<file path="config.mk">
export PLATFORM = sky130hd
export DESIGN_NAME = fws_host_ctrl
export DESIGN_NICKNAME = d
export VERILOG_FILES = /design/src/rtl/fws_pkg.sv /design/src/rtl/fws_host_ctrl.sv /design/src/rtl/fws_bus_cycle.sv
export SDC_FILE = /design/constraint.sdc
export NUM_CORES = 1
export LEC_CHECK = 0
export BUFFER_PORTS_ARGS = -buffer_cell sky130_fd_sc_hd__buf_2
export CORE_MARGIN = 2
export CORE_UTILIZATION = 50
export CTS_BUF_LIST = sky130_fd_sc_hd__clkbuf_2
export DETAILED_ROUTE_END_ITERATION = 12
export PLACE_DENSITY = 0.73
export SLEW_MARGIN = 20
export SYNTH_ARGS = -nofsm -noshare
export SYNTH_HDL_FRONTEND = slang
export SYNTH_HIERARCHICAL = 1
export SYNTH_SLANG_ARGS = --single-unit
</file>
<file path="constraint.sdc">
create_clock -name clk -period 2 [get_ports clk]
set_input_delay 0.1 -clock clk [delete_from_list [all_inputs] [get_ports clk]]
set_output_delay 0.1 -clock clk [all_outputs]
set_load 0.02 [all_outputs]
</file>
<file path="src/rtl/fws_pkg.sv">
// Shared types and constants of the flash status-polling host controller.
// Assumes one 40 MHz clock and an 8-bit status read path from the flash.
package fws_pkg;

   // ==========================================================
   // Timing
   localparam int CLK_PERIOD_NS = 25;
   localparam int RD_ACCESS_NS  = 90;
   localparam int WE_PULSE_NS   = 35;
   localparam int SYNC_STAGES   = 2;
   localparam logic [3:0] RD_SAMPLE_CYC =
      4'((RD_ACCESS_NS + CLK_PERIOD_NS - 1) / CLK_PERIOD_NS + SYNC_STAGES);
   localparam logic [3:0] WE_PULSE_CYC =
      4'((WE_PULSE_NS + CLK_PERIOD_NS - 1) / CLK_PERIOD_NS);

   // ==========================================================
   // Widths and status bit positions
   localparam int ADDR_W      = 22;
   localparam int DATA_W      = 8;
   localparam int BIT_POLL    = 7;
   localparam int BIT_TOGGLE  = 6;
   localparam int BIT_TIMEOUT = 5;
   localparam int BIT_WINDOW  = 3;
   localparam int BIT_SECTOR  = 2;

   // ==========================================================
   // Command codes
   localparam logic [DATA_W-1:0] CMD_RESET        = 8'hF0;
   localparam logic [DATA_W-1:0] CMD_SUSPEND      = 8'hB0;
   localparam logic [DATA_W-1:0] CMD_SECTOR_ERASE = 8'h30;
   localparam logic [ADDR_W-1:0] RESET_ADDR       = 22'h000000;

   // ==========================================================
   // Types
   typedef enum logic [1:0] {OP_POLL, OP_ADD_SECTOR, OP_SUSPEND, OP_RESET} fws_op_t;
   typedef enum logic [1:0] {RES_DONE, RES_FAIL, RES_REFUSED, RES_UNSURE} fws_res_t;

   typedef struct packed {
      fws_op_t             op;
      logic [ADDR_W-1:0]   addr;
   } fws_req_t;

   typedef struct packed {
      fws_res_t            code;
      logic [DATA_W-1:0]   status;
      logic                busy_pin;
   } fws_rsp_t;

   typedef struct packed {
      logic                write;
      logic [ADDR_W-1:0]   addr;
      logic [DATA_W-1:0]   wdata;
   } fws_cyc_t;

   typedef struct packed {
      logic                ce_n;
      logic                oe_n;
      logic                we_n;
      logic [ADDR_W-1:0]   addr;
      logic [DATA_W-1:0]   dq_out;
      logic                dq_oe;
   } fws_pins_t;

   localparam fws_pins_t PINS_IDLE = '{ce_n: 1'h1, oe_n: 1'h1, we_n: 1'h1,
                                       addr: '0, dq_out: '0, dq_oe: 1'h0};

endpackage : fws_pkg

</file>
<file path="src/rtl/fws_host_ctrl.sv">
// Host controller that polls flash write status over the parallel bus.
// Assumes the flash pins are asynchronous to clk; inputs are synchronised here.
//
// Overview of operation
// - Host reads twice, compares toggle bit
// - Toggling with timeout_flag: recheck, then reset
// - Resumed polling restarts with fresh double read
// - After timeout failure host issues reset
// - Host checks erase_window_flag around added sectors
`timescale 1ns/100ps
module fws_host_ctrl (
   // Clock and reset
   input  wire logic               clk,
   input  wire logic               sys_rst,
   // User requests
   input  wire logic               req_valid,
   input  wire fws_pkg::fws_req_t  req,
   output logic                    req_ready,
   output logic                    rsp_valid,
   output fws_pkg::fws_rsp_t       rsp,
   output logic                    flash_busy,
   // Flash pins
   output fws_pkg::fws_pins_t      flash_pins,
   input  wire logic [7:0]         dq_in,
   input  wire logic               ready_busy_n
);

   typedef enum logic [3:0] {ST_IDLE, ST_READ_A, ST_READ_B, ST_DECIDE, ST_WRITE,
                             ST_PRECHECK, ST_ADD_WRITE, ST_POSTCHECK} fws_state_t;

   typedef struct packed {
      fws_state_t          st;
      fws_pkg::fws_op_t    op;
      logic [fws_pkg::ADDR_W-1:0] addr;
      logic [7:0]          first_rd;
      logic [7:0]          last_rd;
      logic                retry;
      logic                cyc_valid;
      fws_pkg::fws_cyc_t   cyc;
      logic                req_ready;
      logic                rsp_valid;
      fws_pkg::fws_rsp_t   rsp;
      logic                rb_s1;
      logic                rb_s2;
      logic                busy;
   } fws_q_t;

   fws_q_t     q;
   fws_q_t     n;
   logic       cyc_done;
   logic [7:0] rdata;

   // ==========================================================
   // Bus cycle engine
   fws_bus_cycle i_fws_bus_cycle (
      .clk       (clk),
      .sys_rst   (sys_rst),
      .cyc_valid (q.cyc_valid),
      .cyc       (q.cyc),
      .cyc_done  (cyc_done),
      .rdata     (rdata),
      .pins      (flash_pins),
      .dq_in     (dq_in)
   );

   // ==========================================================
   // Status polling sequencer
   always_comb begin
      n           = q;
      n.cyc_valid = 1'h0;
      n.rsp_valid = 1'h0;
      n.rb_s1     = ready_busy_n;
      n.rb_s2     = q.rb_s1;
      n.busy      = !q.rb_s2;
      unique case (q.st)
         ST_IDLE: begin
            if (req_valid) begin
               n.req_ready   = 1'h0;
               n.op          = req.op;
               n.addr        = req.addr;
               n.retry       = 1'h0;
               n.rsp.code    = fws_pkg::RES_DONE;
               n.cyc_valid   = 1'h1;
               n.cyc.write   = 1'h0;
               n.cyc.addr    = req.addr;
               n.cyc.wdata   = '0;
               unique case (req.op)
                  fws_pkg::OP_POLL:       n.st = ST_READ_A;
                  fws_pkg::OP_ADD_SECTOR: n.st = ST_PRECHECK;
                  fws_pkg::OP_SUSPEND: begin
                     n.cyc.write = 1'h1;
                     n.cyc.wdata = fws_pkg::CMD_SUSPEND;
                     n.st        = ST_WRITE;
                  end
                  fws_pkg::OP_RESET: begin
                     n.cyc.write = 1'h1;
                     n.cyc.addr  = fws_pkg::RESET_ADDR;
                     n.cyc.wdata = fws_pkg::CMD_RESET;
                     n.st        = ST_WRITE;
                  end
               endcase
            end
         end
         ST_READ_A: begin
            if (cyc_done) begin
               // Second read of the pair at the same address
               n.first_rd  = rdata;
               n.cyc_valid = 1'h1;
               n.st        = ST_READ_B;
            end
         end
         ST_READ_B: begin
            if (cyc_done) begin
               n.last_rd = rdata;
               n.st      = ST_DECIDE;
            end
         end
         ST_DECIDE: begin
            if (q.first_rd[fws_pkg::BIT_TOGGLE] == q.last_rd[fws_pkg::BIT_TOGGLE]) begin
               n.rsp_valid  = 1'h1;
               n.rsp.status = q.last_rd;
               n.req_ready  = 1'h1;
               n.st         = ST_IDLE;
            end else if (q.last_rd[fws_pkg::BIT_TIMEOUT] && q.retry) begin
               // Still toggling after the recheck: recover with reset
               n.rsp.code  = fws_pkg::RES_FAIL;
               n.cyc_valid = 1'h1;
               n.cyc.write = 1'h1;
               n.cyc.addr  = fws_pkg::RESET_ADDR;
               n.cyc.wdata = fws_pkg::CMD_RESET;
               n.st        = ST_WRITE;
            end else begin
               // Every further look starts from a fresh pair of reads
               n.retry     = q.retry | q.last_rd[fws_pkg::BIT_TIMEOUT];
               n.cyc_valid = 1'h1;
               n.st        = ST_READ_A;
            end
         end
         ST_WRITE: begin
            if (cyc_done) begin
               n.rsp_valid  = 1'h1;
               n.rsp.status = q.last_rd;
               n.req_ready  = 1'h1;
               n.st         = ST_IDLE;
            end
         end
         ST_PRECHECK: begin
            if (cyc_done) begin
               n.last_rd = rdata;
               if (rdata[fws_pkg::BIT_WINDOW]) begin
                  // Window already closed: the added sector would be ignored
                  n.rsp_valid  = 1'h1;
                  n.rsp.code   = fws_pkg::RES_REFUSED;
                  n.rsp.status = rdata;
                  n.req_ready  = 1'h1;
                  n.st         = ST_IDLE;
               end else begin
                  n.cyc_valid = 1'h1;
                  n.cyc.write = 1'h1;
                  n.cyc.addr  = q.addr;
                  n.cyc.wdata = fws_pkg::CMD_SECTOR_ERASE;
                  n.st        = ST_ADD_WRITE;
               end
            end
         end
         ST_ADD_WRITE: begin
            if (cyc_done) begin
               n.cyc_valid = 1'h1;
               n.cyc.write = 1'h0;
               n.st        = ST_POSTCHECK;
            end
         end
         ST_POSTCHECK: begin
            if (cyc_done) begin
               n.last_rd    = rdata;
               n.rsp_valid  = 1'h1;
               n.rsp.status = rdata;
               n.rsp.code   = rdata[fws_pkg::BIT_WINDOW] ? fws_pkg::RES_UNSURE : fws_pkg::RES_DONE;
               n.req_ready  = 1'h1;
               n.st         = ST_IDLE;
            end
         end
         default: begin
            n.st        = ST_IDLE;
            n.req_ready = 1'h1;
         end
      endcase
      n.rsp.busy_pin = q.busy;
   end

   always_ff @(posedge clk) begin
      if (sys_rst) begin
         q           <= '0;
         q.req_ready <= 1'h1;
         q.rb_s1     <= 1'h1;
         q.rb_s2     <= 1'h1;
      end else begin
         q <= n;
      end
   end

   assign req_ready  = q.req_ready;
   assign rsp_valid  = q.rsp_valid;
   assign rsp        = q.rsp;
   assign flash_busy = q.busy;

   // ==========================================================
   // Checks
   localparam int POST_MAX = 40;
endmodule : fws_host_ctrl

</file>
<file path="src/rtl/fws_bus_cycle.sv">
// Single read or write cycle on the flash parallel pins.
// Assumes a one-cycle request pulse only while the engine is idle.
`timescale 1ns/100ps
module fws_bus_cycle (
   // Clock and reset
   input  wire logic              clk,
   input  wire logic              sys_rst,
   // Cycle request
   input  wire logic              cyc_valid,
   input  wire fws_pkg::fws_cyc_t cyc,
   output logic                   cyc_done,
   output logic [7:0]             rdata,
   // Flash pins
   output fws_pkg::fws_pins_t     pins,
   input  wire logic [7:0]        dq_in
);

   typedef enum logic [1:0] {BC_IDLE, BC_SETUP, BC_STROBE, BC_RECOVER} fws_bc_state_t;

   typedef struct packed {
      fws_bc_state_t       st;
      logic [3:0]          cnt;
      logic                write;
      fws_pkg::fws_pins_t  pins;
      logic [7:0]          dq_s1;
      logic [7:0]          dq_s2;
      logic [7:0]          rdata;
      logic                done;
   } fws_bc_q_t;

   fws_bc_q_t q;
   fws_bc_q_t n;

   // ==========================================================
   // Cycle sequencing
   always_comb begin
      n       = q;
      n.done  = 1'h0;
      n.dq_s1 = dq_in;
      n.dq_s2 = q.dq_s1;
      unique case (q.st)
         BC_IDLE: begin
            if (cyc_valid) begin
               n.pins.ce_n   = 1'h0;
               n.pins.addr   = cyc.addr;
               n.pins.dq_out = cyc.wdata;
               n.pins.dq_oe  = cyc.write;
               n.write       = cyc.write;
               n.st          = BC_SETUP;
            end
         end
         BC_SETUP: begin
            if (q.write) begin
               n.pins.we_n = 1'h0;
            end else begin
               n.pins.oe_n = 1'h0;
            end
            n.cnt = 4'h0;
            n.st  = BC_STROBE;
         end
         BC_STROBE: begin
            n.cnt = q.cnt + 4'h1;
            if (q.cnt == ((q.write ? fws_pkg::WE_PULSE_CYC : fws_pkg::RD_SAMPLE_CYC) - 4'h1)) begin
               // Read data has passed the synchroniser by now
               n.pins.we_n = 1'h1;
               n.pins.oe_n = 1'h1;
               if (!q.write) begin
                  n.rdata = q.dq_s2;
               end
               n.st = BC_RECOVER;
            end
         end
         BC_RECOVER: begin
            // Chip select rises between cycles so every read is a fresh one
            n.pins.ce_n  = 1'h1;
            n.pins.dq_oe = 1'h0;
            n.done       = 1'h1;
            n.st         = BC_IDLE;
         end
      endcase
   end

   always_ff @(posedge clk) begin
      if (sys_rst) begin
         q      <= '0;
         q.pins <= fws_pkg::PINS_IDLE;
      end else begin
         q <= n;
      end
   end

   assign pins     = q.pins;
   assign cyc_done = q.done;
   assign rdata    = q.rdata;
endmodule : fws_bus_cycle

</file>
# == After elaboration in Yosys (flattened, before gate mapping) ==
# Cells that the tools add are included.
# word_totals
register_bits,158
inputBits,36
out_inout_bits,48
# classes
add_sub_neg,2
eq_ne,33
muxes,53
bitwise,3
reduce_logical,32
# ops
op,count
one-hot mux 30 bit (3 select lines),1
two-way mux 44 bit,1
two-way mux 34 bit,1
two-way mux 33 bit,1
two-way mux 32 bit,1
one-hot mux 8 bit (4 select lines),1
two-way mux 31 bit,1
two-way mux 28 bit,1
one-hot mux 4 bit (7 select lines),1
two-way mux 12 bit,2
two-way mux 22 bit,1
AND reduction 7 bit,3
two-way mux 4 bit,5
inequality test 2 x 1 -> 1 bit (second input constant),10
two-way mux 2 bit,9
AND reduction 6 bit,3
equality test 4 x 3 -> 1 bit (second input constant),4
two-way mux 8 bit,2
inequality test 2 bit (second input constant),8
one-hot mux 2 bit (4 select lines),2
one-hot mux 8 bit (2 select lines),1
two-way mux 3 bit,4
one-hot mux 4 bit (3 select lines),1
AND reduction 2 bit,6
28 further kinds,53

# == Logic depth before layout (Yosys ltp) ==
# Gate-level depths: netlist of the first run.
# depth
word_depth,5
ltp_mapped,8
mapped_depth_nobuf,6

# == Cells and area by module ==
# The synthesis of the first run kept the hierarchy.
# modules_own_cells
mod,instances,cells_per_inst,area_per_inst_um2,seq_area_each_um2
fws_host_ctrl,1,402,3542.1,1561.5
fws_bus_cycle,1,307,2727.6,1321.3

# == Worst setup path after synthesis of the first run ==
# No wires, ideal clock.
# synth_timing
kind,register -> register
from,reg q[91] (netlist name)
to,reg q[22] (netlist name)
setup_ps,136
t_arrival_ps,1655
slack_ps,209
path_stages_with_launch,8
path_cell_list,dfxtp_1 or4b_1 buf_2 o31ai_4 o2bb2ai_4 buf_6 a311oi_1 nor3_1
# synth_between
elab_chain_cells,3
word_cells_on_any_way,11
cone_classes,7 x eq/ne; 1 x mux; 3 x reduce/logical
# synth_rtl
element,line,source
"start, declared",fws_host_ctrl.sv:48,fws_q_t q;
"start signal, assigned",fws_host_ctrl.sv:198,q <= n;
equality test 4 x 3 -> 1 bit (tied with other cells),fws_host_ctrl.sv:75,unique case (q.st)
inequality test 2 bit (no source line) (tied with other cells),n/a,
AND reduction 6 bit (no source line),n/a,
# Several ways; a longest one is shown, not always the timed one.
# A chain may end at the register's enable or synchronous reset.

# == Worst setup path after layout of the first run ==
# layout_timing
from,reg q[90] (netlist name)
to,reg q[28] (netlist name)
# The elaborated chain is that of the path after synthesis.

==> reports/results.md, run 1 <==
| Stage | Result | Reported |
|:---|:---|:---|
| status | Status | finished clean |
| cells and area | Post-layout net count | 823 |
| cells and area | Share of layout cells above drive strength 1 | 0.225 |
| worst setup path | Endpoint arrival time on the critical path | 2.52 ns |
| yosys | Most common flop cell mapped by yosys | sky130_fd_sc_hd__dfxtp_1 |
| hold path | Class of the tightest hold or removal check | primary input to flip-flop |
| placement | Placed wire-length estimate | 8540 µm |
| worst setup path | Worst Path Required | 2.61 ns |
| clocking | Clock Root Buffer | sky130_fd_sc_hd__clkbuf_2 |
| yosys | Cell type with the highest aggregate area in the netlist | sky130_fd_sc_hd__dfxtp_1 |
| placement | Last weighted congestion value of the routability-driven placer | 0.816 |
| global routing | Leftover overflow at the end of global routing | 0 |
| yosys | Syn Inst Count | 709 |
| yosys | Ys Warns | 6 |
| clocking | Max clock buf depth | 2 |
| clocking | Post-CTS clock slew at the launch and capture registers of the worst setup and hold paths | 0.21 ns |
| cells and area | Reg area | 2880 µm² |
| yosys | Top cell type's share of synthesized area | 0.460 |
| clocking | Latest clock arrival within the worst-skew pair | 0.70 ns |
| pwr | Fraction of power spent switching nets | 0.312 |
| pwr | Switching power | 0.00192 W |
| timing | Slew Limit Fails | 0 |
| timing | Relative slew slack | 0.471 |
| global routing | Antenna violations before repair | 0 |
| cells and area | Post-synthesis to final-layout area growth | 15.7% |
| placement | Placed cell count | 884 |
| global routing | Total global routing track utilization | 0.208 |
| global routing | Maximum number of pins on one net before global-route repair | 78 |
| floorplan | Initial Util | 0.518 |
| placement | Post-Place Worst Slack | -0.0942 ns |
| cells and area | Filler cell count | 1091 |
| detailed routing | Detailed-routed wire length on met2 | 6840 µm |
| detailed routing | Via/cell ratio | 5.23 |
| detailed routing | Routed wl met3 | 627 µm |
| pwr | Largest voltage drop on the vdd net | 0.542 mV |
| clocking | Number of CTS-inserted buffers | 17 |
| cells and area | Area used by multi-input combinational logic | 2760 µm² |
| pwr | Comb pwr share | 0.193 |
| detailed routing | Count of unresolved DRC violations after routing | 0 |
| cells and area | Most frequent standard cell in the layout excluding fill and tap cells | sky130_fd_sc_hd__dfxtp_1 |
| cells and area | Antenna diode count | 0 |
| pwr | Total power density per cell area | 850 nW/µm² |
| timing | Setup_tns | 0 ns |
| timing | Final setup violation count | 0 |
| detailed routing | Final antenna-violating net count | 0 |
| flow run | Max-cap viol count | 0 |
| cells and area | Most frequent cells in the layout | sky130_fd_sc_hd__dfxtp_1 (144), sky130_fd_sc_hd__nand2_1 (119), sky130_fd_sc_hd__buf_2 (82) |
| floorplan | IO Pins | 84 |
| timing | Smallest setup slack after layout | 0.0868 ns |
| worst setup path | Classification of the worst setup path | flip-flop to flip-flop |
| detailed routing | Total Wirelength | 13700 µm |
| detailed routing | Highest metal layer with signal wires | met4 |
| detailed routing | Detailed Route Iter0 Violations | 320 |
| timing | Setup skew after layout | 0.0268 ns |
| pwr | Cell leakage power | 2.91 nW |
| floorplan | Die area | 13500 µm² |
| detailed routing | Routed wire per std cell | 14.2 µm |
| floorplan | Core area | 12100 µm² |
| yosys | Top cells by area, synth | sky130_fd_sc_hd__dfxtp_1 (46%), sky130_fd_sc_hd__nand2_1 (7.2%), sky130_fd_sc_hd__buf_4 (6.6%), sky130_fd_sc_hd__a21oi_1 (5.2%), sky130_fd_sc_hd__nor2_1 (4.4%) |
| detailed routing | Via count of the routed design | 5033 |
| floorplan | Width of the chip | 116 µm |
| yosys | Share of flip-flops with an asynchronous set or reset | 0 |
| yosys | Flops & latches, synth | 144 |
| placement | Number of I/O port buffers | 83 |
| pwr | Power Internal | 0.00424 W |
| worst setup path | Critical-path maximum fanout | 13 |
| yosys | Proportion of synthesized chip area in sequential cells | 0.460 |
| cells and area | Final core utilization | 0.599 |
| timing | Shortest clock period the worst path allows after layout | 1.91 ns |
| global routing | Via count of the first global-routing pass | 4824 |
| placement | Placement Cell Area | 6480 µm² |
| timing | Portion of the clock cycle consumed by the worst path in the final layout | 0.957 |
| clocking | CTS tree | yes |
| worst setup path | Crit path launch type | flip-flop |
| pwr | Part of the power in registers | 0.515 |
| detailed routing | Detailed-routing iteration count for the pre-antenna-repair pass | 5 |
| global routing | First-pass GRT wire length | 22200 µm |
| yosys | Post-synthesis cell area | 6270 µm² |
| detailed routing | Met1 WL | 5930 µm |
| cells and area | Fin cells | 962 |
| worst setup path | Crit. End Element | flip-flop |
| yosys | Mean cell area of the mapped netlist | 8.84 µm² |
| timing | Fmax | 0.523 GHz |
| clocking | Clock sink count | 144 |
| timing | Final Hold Viols | 0 |
| yosys | Yosys cell types | 58 |
| floorplan | Site Rows | 40 |
| cells and area | Area of all placed cells without fillers | 7250 µm² |
| timing | Slew at the pin with the worst max-slew slack | 0.794 ns |
| clocking | H-tree level count | 4 |
| yosys | Number of enable-type register cells in the synthesized netlist | 0 |
| pwr | Clk network pwr share | 0.292 |
| floorplan | Die span in y | 116 µm |
## Yosys cell counts, types with 2 or more instances
| master | n |
|---|---|
| sky130_fd_sc_hd__a211oi_1 | 8 |
| sky130_fd_sc_hd__a21boi_0 | 2 |
| sky130_fd_sc_hd__a21boi_1 | 2 |
| sky130_fd_sc_hd__a21o_1 | 3 |
| sky130_fd_sc_hd__a21oi_1 | 65 |
| sky130_fd_sc_hd__a221oi_1 | 12 |
| sky130_fd_sc_hd__a221oi_2 | 10 |
| sky130_fd_sc_hd__a22oi_1 | 9 |
| sky130_fd_sc_hd__a311oi_1 | 2 |
| sky130_fd_sc_hd__a31oi_1 | 4 |
| sky130_fd_sc_hd__and2_1 | 3 |
| sky130_fd_sc_hd__buf_2 | 11 |
| sky130_fd_sc_hd__buf_4 | 55 |
| sky130_fd_sc_hd__buf_6 | 8 |
| sky130_fd_sc_hd__clkbuf_1 | 26 |
| sky130_fd_sc_hd__dfxtp_1 | 144 |
| sky130_fd_sc_hd__ha_1 | 6 |
| sky130_fd_sc_hd__inv_1 | 7 |
| sky130_fd_sc_hd__mux2i_1 | 18 |
| sky130_fd_sc_hd__nand2_1 | 120 |
| sky130_fd_sc_hd__nand2b_1 | 6 |
| sky130_fd_sc_hd__nand3_1 | 7 |
| sky130_fd_sc_hd__nand4_1 | 2 |
| sky130_fd_sc_hd__nor2_1 | 73 |
| sky130_fd_sc_hd__nor2b_1 | 21 |
| sky130_fd_sc_hd__nor3_1 | 27 |
| sky130_fd_sc_hd__nor3_2 | 11 |
| sky130_fd_sc_hd__nor4b_2 | 2 |
| sky130_fd_sc_hd__o21ai_0 | 11 |
| sky130_fd_sc_hd__o22ai_1 | 2 |
| sky130_fd_sc_hd__or2_2 | 2 |
| sky130_fd_sc_hd__xnor2_1 | 4 |
## routing by layer
metal / up-vias / global-route usage
met2: 140 / 0.368
met4: 0 / 0.0810
met1: 2361 / 0.243
li1: 2508 / -
met3: 24 / 0.0497
met5: - / 0
## flip-flops by register name, indices dropped and copies added, names as in the netlist
name and cells:
flash_busy 1, i_fws_bus_cycle/cyc_done 1, i_fws_bus_cycle/n 8, i_fws_bus_cycle/pins 34, i_fws_bus_cycle/q 15, i_fws_bus_cycle/rdata 8, n 1, q 63
req_ready 1, rsp 11, rsp_valid 1
## worst max-delay path, cell delays in order (launching register included)
cell and delay, ns:
sky130_fd_sc_hd__dfxtp_1 0.38, sky130_fd_sc_hd__or4b_1 0.60, sky130_fd_sc_hd__o31ai_4 0.10, sky130_fd_sc_hd__buf_12 0.16, sky130_fd_sc_hd__o2bb2ai_4 0.15, sky130_fd_sc_hd__a221oi_1 0.35, sky130_fd_sc_hd__nor3_2 0.08
## metrics by stage
stage / power (W) / hold slack (ns)
3_5_place_dp: 0.00432 / 0.287
4_1_cts: 0.00620 / 0.0382
5_1_grt: 0.00649 / 0.0511
2_1_floorplan: 0.00409 / 0.204
6_report: 0.00616 / 0.117
3_3_place_gp: 0.00427 / 0.284
## final timing paths
check	startpoint	endpoint	slack [ns]	cells after the start
setup / recovery	q[90]	q[28]	0.09	6
hold / removal	ready_busy_n	n[1]	0.12	3
setup reg to reg	q[90]	q[28]	0.09	6
hold reg to reg	q[1]	flash_busy	0.40	1
## layout make-up
type / instances / area share
multi-input combinational: 459 / 0.380
tap: 168 / 0.0290
timing repair buffer: 151 / 0.152
clock buffer: 17 / 0.0117
sequential: 144 / 0.397
inverter: 8 / 0.00414
clock inverter: 15 / 0.0255
## power groups by stage
stage | clock (W) | combinational [W] | sequential, W
5_1_grt | 0.00197 | 0.00131 | 0.00320
3_3_place_gp | 0 | 0.00105 | 0.00323
3_5_place_dp | 0 | 0.00108 | 0.00323
2_1_floorplan | 0 | 0.000885 | 0.00321
4_1_cts | 0.00184 | 0.00117 | 0.00318
6_report | 0.00180 | 0.00119 | 0.00318
## timing repair
action | CTS | global route
gates cloned | 1 | 0
gates resized for setup | 4 | 3
endpoints found under the hold margin | 102 | 0
pin swaps | 2 | 0
hold buffers | 43 | 0
buffers inserted | 1 | 1
setup endpoints to repair | 20 | 21
## logic make-up (layout without fill, tap and decap cells)
| logic type | Yosys count | in the layout | share of synthesized area |
|---|---|---|---|
| xor gates and xnor gates | 5 | 5 | 0.00698 |
| muxes | 18 | 18 | 0.0287 |
| buffers and inverters | 110 | 191 | 0.112 |
| other | 1 | 4 | 0.000598 |
| DFF | 144 | 144 | 0.460 |
| adders and majority gates | 6 | 6 | 0.0120 |
| and+or+nand+nor | 281 | 281 | 0.212 |
| AOI/OAI and AO/OA | 144 | 145 | 0.168 |
Note: power is estimated with default switching activity, not from simulation.
==> run 2: changes to the inputs <==
CORE_UTILIZATION = 60   (was 50)
PLACE_DENSITY = 0.85   (was 0.73)
==> reports/results.md, run 2 (synthesized netlist as in run 1, its figures left out) <==
| Stage | Result | Reported | vs previous |
|:---|:---|:---|:---|
| timing | Slew at the pin with the worst max-slew slack | 0.665 ns | -0.128 ns |
| floorplan | Die span in y | 106 µm | -8.4% |
| placement | Last weighted congestion value of the routability-driven placer | 0.859 | +5.3% |
| pwr | Largest voltage drop on the vdd net | 0.526 mV | -2.9% |
| worst setup path | Crit path buf inv count | 2 | +1 |
| timing | Setup repair after global routing missed its margin | no |  |
| clocking | Number of CTS-inserted buffers | 17 | unchanged |
| floorplan | Die area | 11300 µm² | -16% |
| floorplan | Width of the chip | 106 µm | -8.4% |
| clocking | Max clock buf depth | 2 | unchanged |
| worst setup path | Maximum cell stage delay along the critical path | 0.58 ns | -0.02 ns |
| cells and area | Antenna diode count | 0 | unchanged |
| detailed routing | Count of unresolved DRC violations after routing | 0 | unchanged |
| timing | Minimum hold slack | 0.121 ns | +0.00373 ns |
| cells and area | Post-synthesis to final-layout area growth | 14.7% |  |
| global routing | Maximum number of pins on one net before global-route repair | 63 | -19% |
| placement | Placed cell count | 850 | -3.8% |
| timing | Setup skew after layout | 0.0490 ns | +0.0222 ns |
| worst setup path | Capture point of the worst path | q[26] |  |
| cells and area | Largest registers | q (63), i_fws_bus_cycle/pins (34), i_fws_bus_cycle/q (15) |  |
| worst setup path | Beginning of the worst register-to-register path | q[91] |  |
| cells and area | Register containing the most flip-flops in the final layout | q |  |
| floorplan | Site Rows | 37 | -7.5% |
| floorplan | Core area | 10200 µm² | -16% |
| detailed routing | Routed wire per std cell | 14.8 µm | +4.1% |
| worst setup path | Critical path cell sequence | or4b_1 -> o31ai_4 -> buf_12 -> a2bb2oi_4 -> buf_12 -> nor2_1 -> nor3_1 |  |
| floorplan | Initial Util | 0.613 | +0.0952 |
| cells and area | Post-layout net count | 822 | -0.12% |
| worst setup path | Crit. End Element | flip-flop |  |
| placement | Number of I/O port buffers | 83 | unchanged |
| clocking | Clock Root Buffer | sky130_fd_sc_hd__clkbuf_2 |  |
| hold path | Class of the tightest hold or removal check | primary input to flip-flop |  |
| pwr | Cell leakage power | 2.90 nW | -0.35% |
| worst setup path | Endpoint arrival time on the critical path | 2.54 ns | +0.02 ns |
| detailed routing | Detailed Route Iter0 Violations | 297 | -7.2% |
| worst setup path | Slowest stage cell on the critical path | sky130_fd_sc_hd__or4b_1 |  |
| timing | Relative slew slack | 0.557 | +0.0856 |
| worst setup path | Crit Reg-Reg Endpoint | q[26] |  |
| clocking | Latest clock arrival within the worst-skew pair | 0.69 ns | about the same |
| timing | Final Hold Viols | 0 | unchanged |
| global routing | Total global routing track utilization | 0.241 | +0.0335 |
| clocking | Post-CTS clock slew at the launch and capture registers of the worst setup and hold paths | 0.22 ns | about the same |
| global routing | Leftover overflow at the end of global routing | 0 | unchanged |
| timing | Portion of the clock cycle consumed by the worst path in the final layout | 0.969 | +0.0123 |
| pwr | Total power density per cell area | 837 nW/µm² | -1.6% |
| status | Status | finished clean |  |
| timing | Shortest clock period the worst path allows after layout | 1.94 ns | +0.0245 ns |
| worst setup path | Family of cells with the greatest summed delay on the critical path | simple AND/OR/NAND/NOR gates |  |
| cells and area | Flip-flop count of the largest register after layout | 63 | unchanged |
| floorplan | IO Pins | 84 | unchanged |
| global routing | First-pass GRT wire length | 22100 µm | -0.12% |
| worst setup path | Critical-path maximum fanout | 16 | +3 |
| worst setup path | Classification of the worst setup path | flip-flop to flip-flop |  |
| global routing | Via count of the first global-routing pass | 4978 | +3.2% |
| timing | Fmax | 0.516 GHz | -1.3% |
| global routing | Antenna violations before repair | 0 | unchanged |
| cells and area | Most frequent standard cell in the layout excluding fill and tap cells | sky130_fd_sc_hd__dfxtp_1 |  |
| clocking | CTS tree | yes |  |
| worst setup path | Crit path launch type | flip-flop |  |
| worst setup path | Stages on the worst setup path | 7 | +1 |
| worst setup path | Worst Path Required | 2.60 ns | about the same |
| timing | Slew Limit Fails | 0 | unchanged |
| timing | Final setup violation count | 0 | unchanged |
| cells and area | Share of layout cells above drive strength 1 | 0.227 | +0.00155 |
| detailed routing | Total Wirelength | 13800 µm | +0.54% |
| worst setup path | Startpoint of the most critical setup path | q[91] |  |
| worst setup path | Worst reg2reg path depth | 7 | +1 |
| placement | Placed wire-length estimate | 8740 µm | +2.3% |
| detailed routing | Via/cell ratio | 5.58 | +6.6% |
| clocking | Clock sink count | 144 | unchanged |
| cells and area | Fin cells | 929 | -3.4% |
| flow run | Max-cap viol count | 0 | unchanged |
| detailed routing | Via count of the routed design | 5182 | +3.0% |
| worst setup path | Flop2flop setup slack | 0.06 ns | -0.02 ns |
| worst setup path | Top cell by count, worst path | sky130_fd_sc_hd__buf_12 |  |
| clocking | H-tree level count | 4 | unchanged |
| detailed routing | Detailed-routing iteration count for the pre-antenna-repair pass | 5 | unchanged |
| detailed routing | Final antenna-violating net count | 0 | unchanged |
| cells and area | Most frequent cells in the layout | sky130_fd_sc_hd__dfxtp_1 (142), sky130_fd_sc_hd__nand2_1 (120), sky130_fd_sc_hd__buf_2 (82) |  |
run 2: per-layer routing:
| layer | vias to the layer above | global-route usage | wire [µm] |
|---|---|---|---|
| met5 | - | 0 | 0 |
| met4 | 0 | 0.0996 | 329 |
| met3 | 33 | 0.0441 | 790 |
| met2 | 200 | 0.431 | 7020 |
| met1 | 2432 | 0.284 | 5620 |
| li1 | 2517 | - | - |
run 2: tightest hold or removal path, delay by kind of cell:
family | cells | cell delay [ns]
buffers and inverters | 2 | 0.61
AND/OR/NAND/NOR | 1 | 0.08
run 2: cell type report:
| type | count | area (µm²) |
|---|---|---|
| clock buffer | 18 | 90.1 |
| clock inverter | 14 | 146 |
| fill | 764 | 3040 |
| inverter | 8 | 30.0 |
| multi-input combinational | 459 | 2760 |
| sequential | 144 | 2890 |
| tap | 136 | 170 |
| timing repair buffer | 150 | 1110 |
run 2: repair_timing:
action                                 CTS  global route
setup buffers                            0             3
resized for setup                        1             8
hold buffers                            43             0
cloned                                   0             1
endpoints found under the hold margin   97             0
setup endpoints to repair                9            29
pin swaps                                0             2
run 2: power breakdown:
group / internal (W) / total [W] / switching [W]
combinational: 0.000468 / 0.00119 / 0.000721
clock: 0.000499 / 0.00165 / 0.00115
sequential: 0.00307 / 0.00318 / 0.000116
total: 0.00403 / 0.00602 / 0.00198
run 2: stage by stage:
step / setup slack, ns / total power, W / area (µm²) / util / setup TNS, ns
2_1_floorplan: 0.209 / 0.00409 / 6280 / - / 0
5_1_grt: 0.000108 / 0.00633 / 7190 / 0.703 / 0
4_1_cts: 0.0216 / 0.00599 / 7100 / 0.694 / 0
3_5_place_dp: -0.0200 / 0.00431 / 6430 / 0.629 / -0.0457
6_report: 0.0623 / 0.00602 / 7190 / 0.703 / 0
3_3_place_gp: 0.0745 / 0.00424 / 6430 / 0.629 / 0
run 2: how the worst min path moves through the flow:
stage                end  slack, ns          from  depth (start not counted)
global route        n[1]       0.07  ready_busy_n                          3
finish              n[1]       0.12  ready_busy_n                          3
CTS                 n[1]       0.08  ready_busy_n                          3
floorplan           n[1]       0.20  ready_busy_n                          1
global placement    n[1]       0.28  ready_busy_n                          2
detailed placement  n[1]       0.29  ready_busy_n                          2
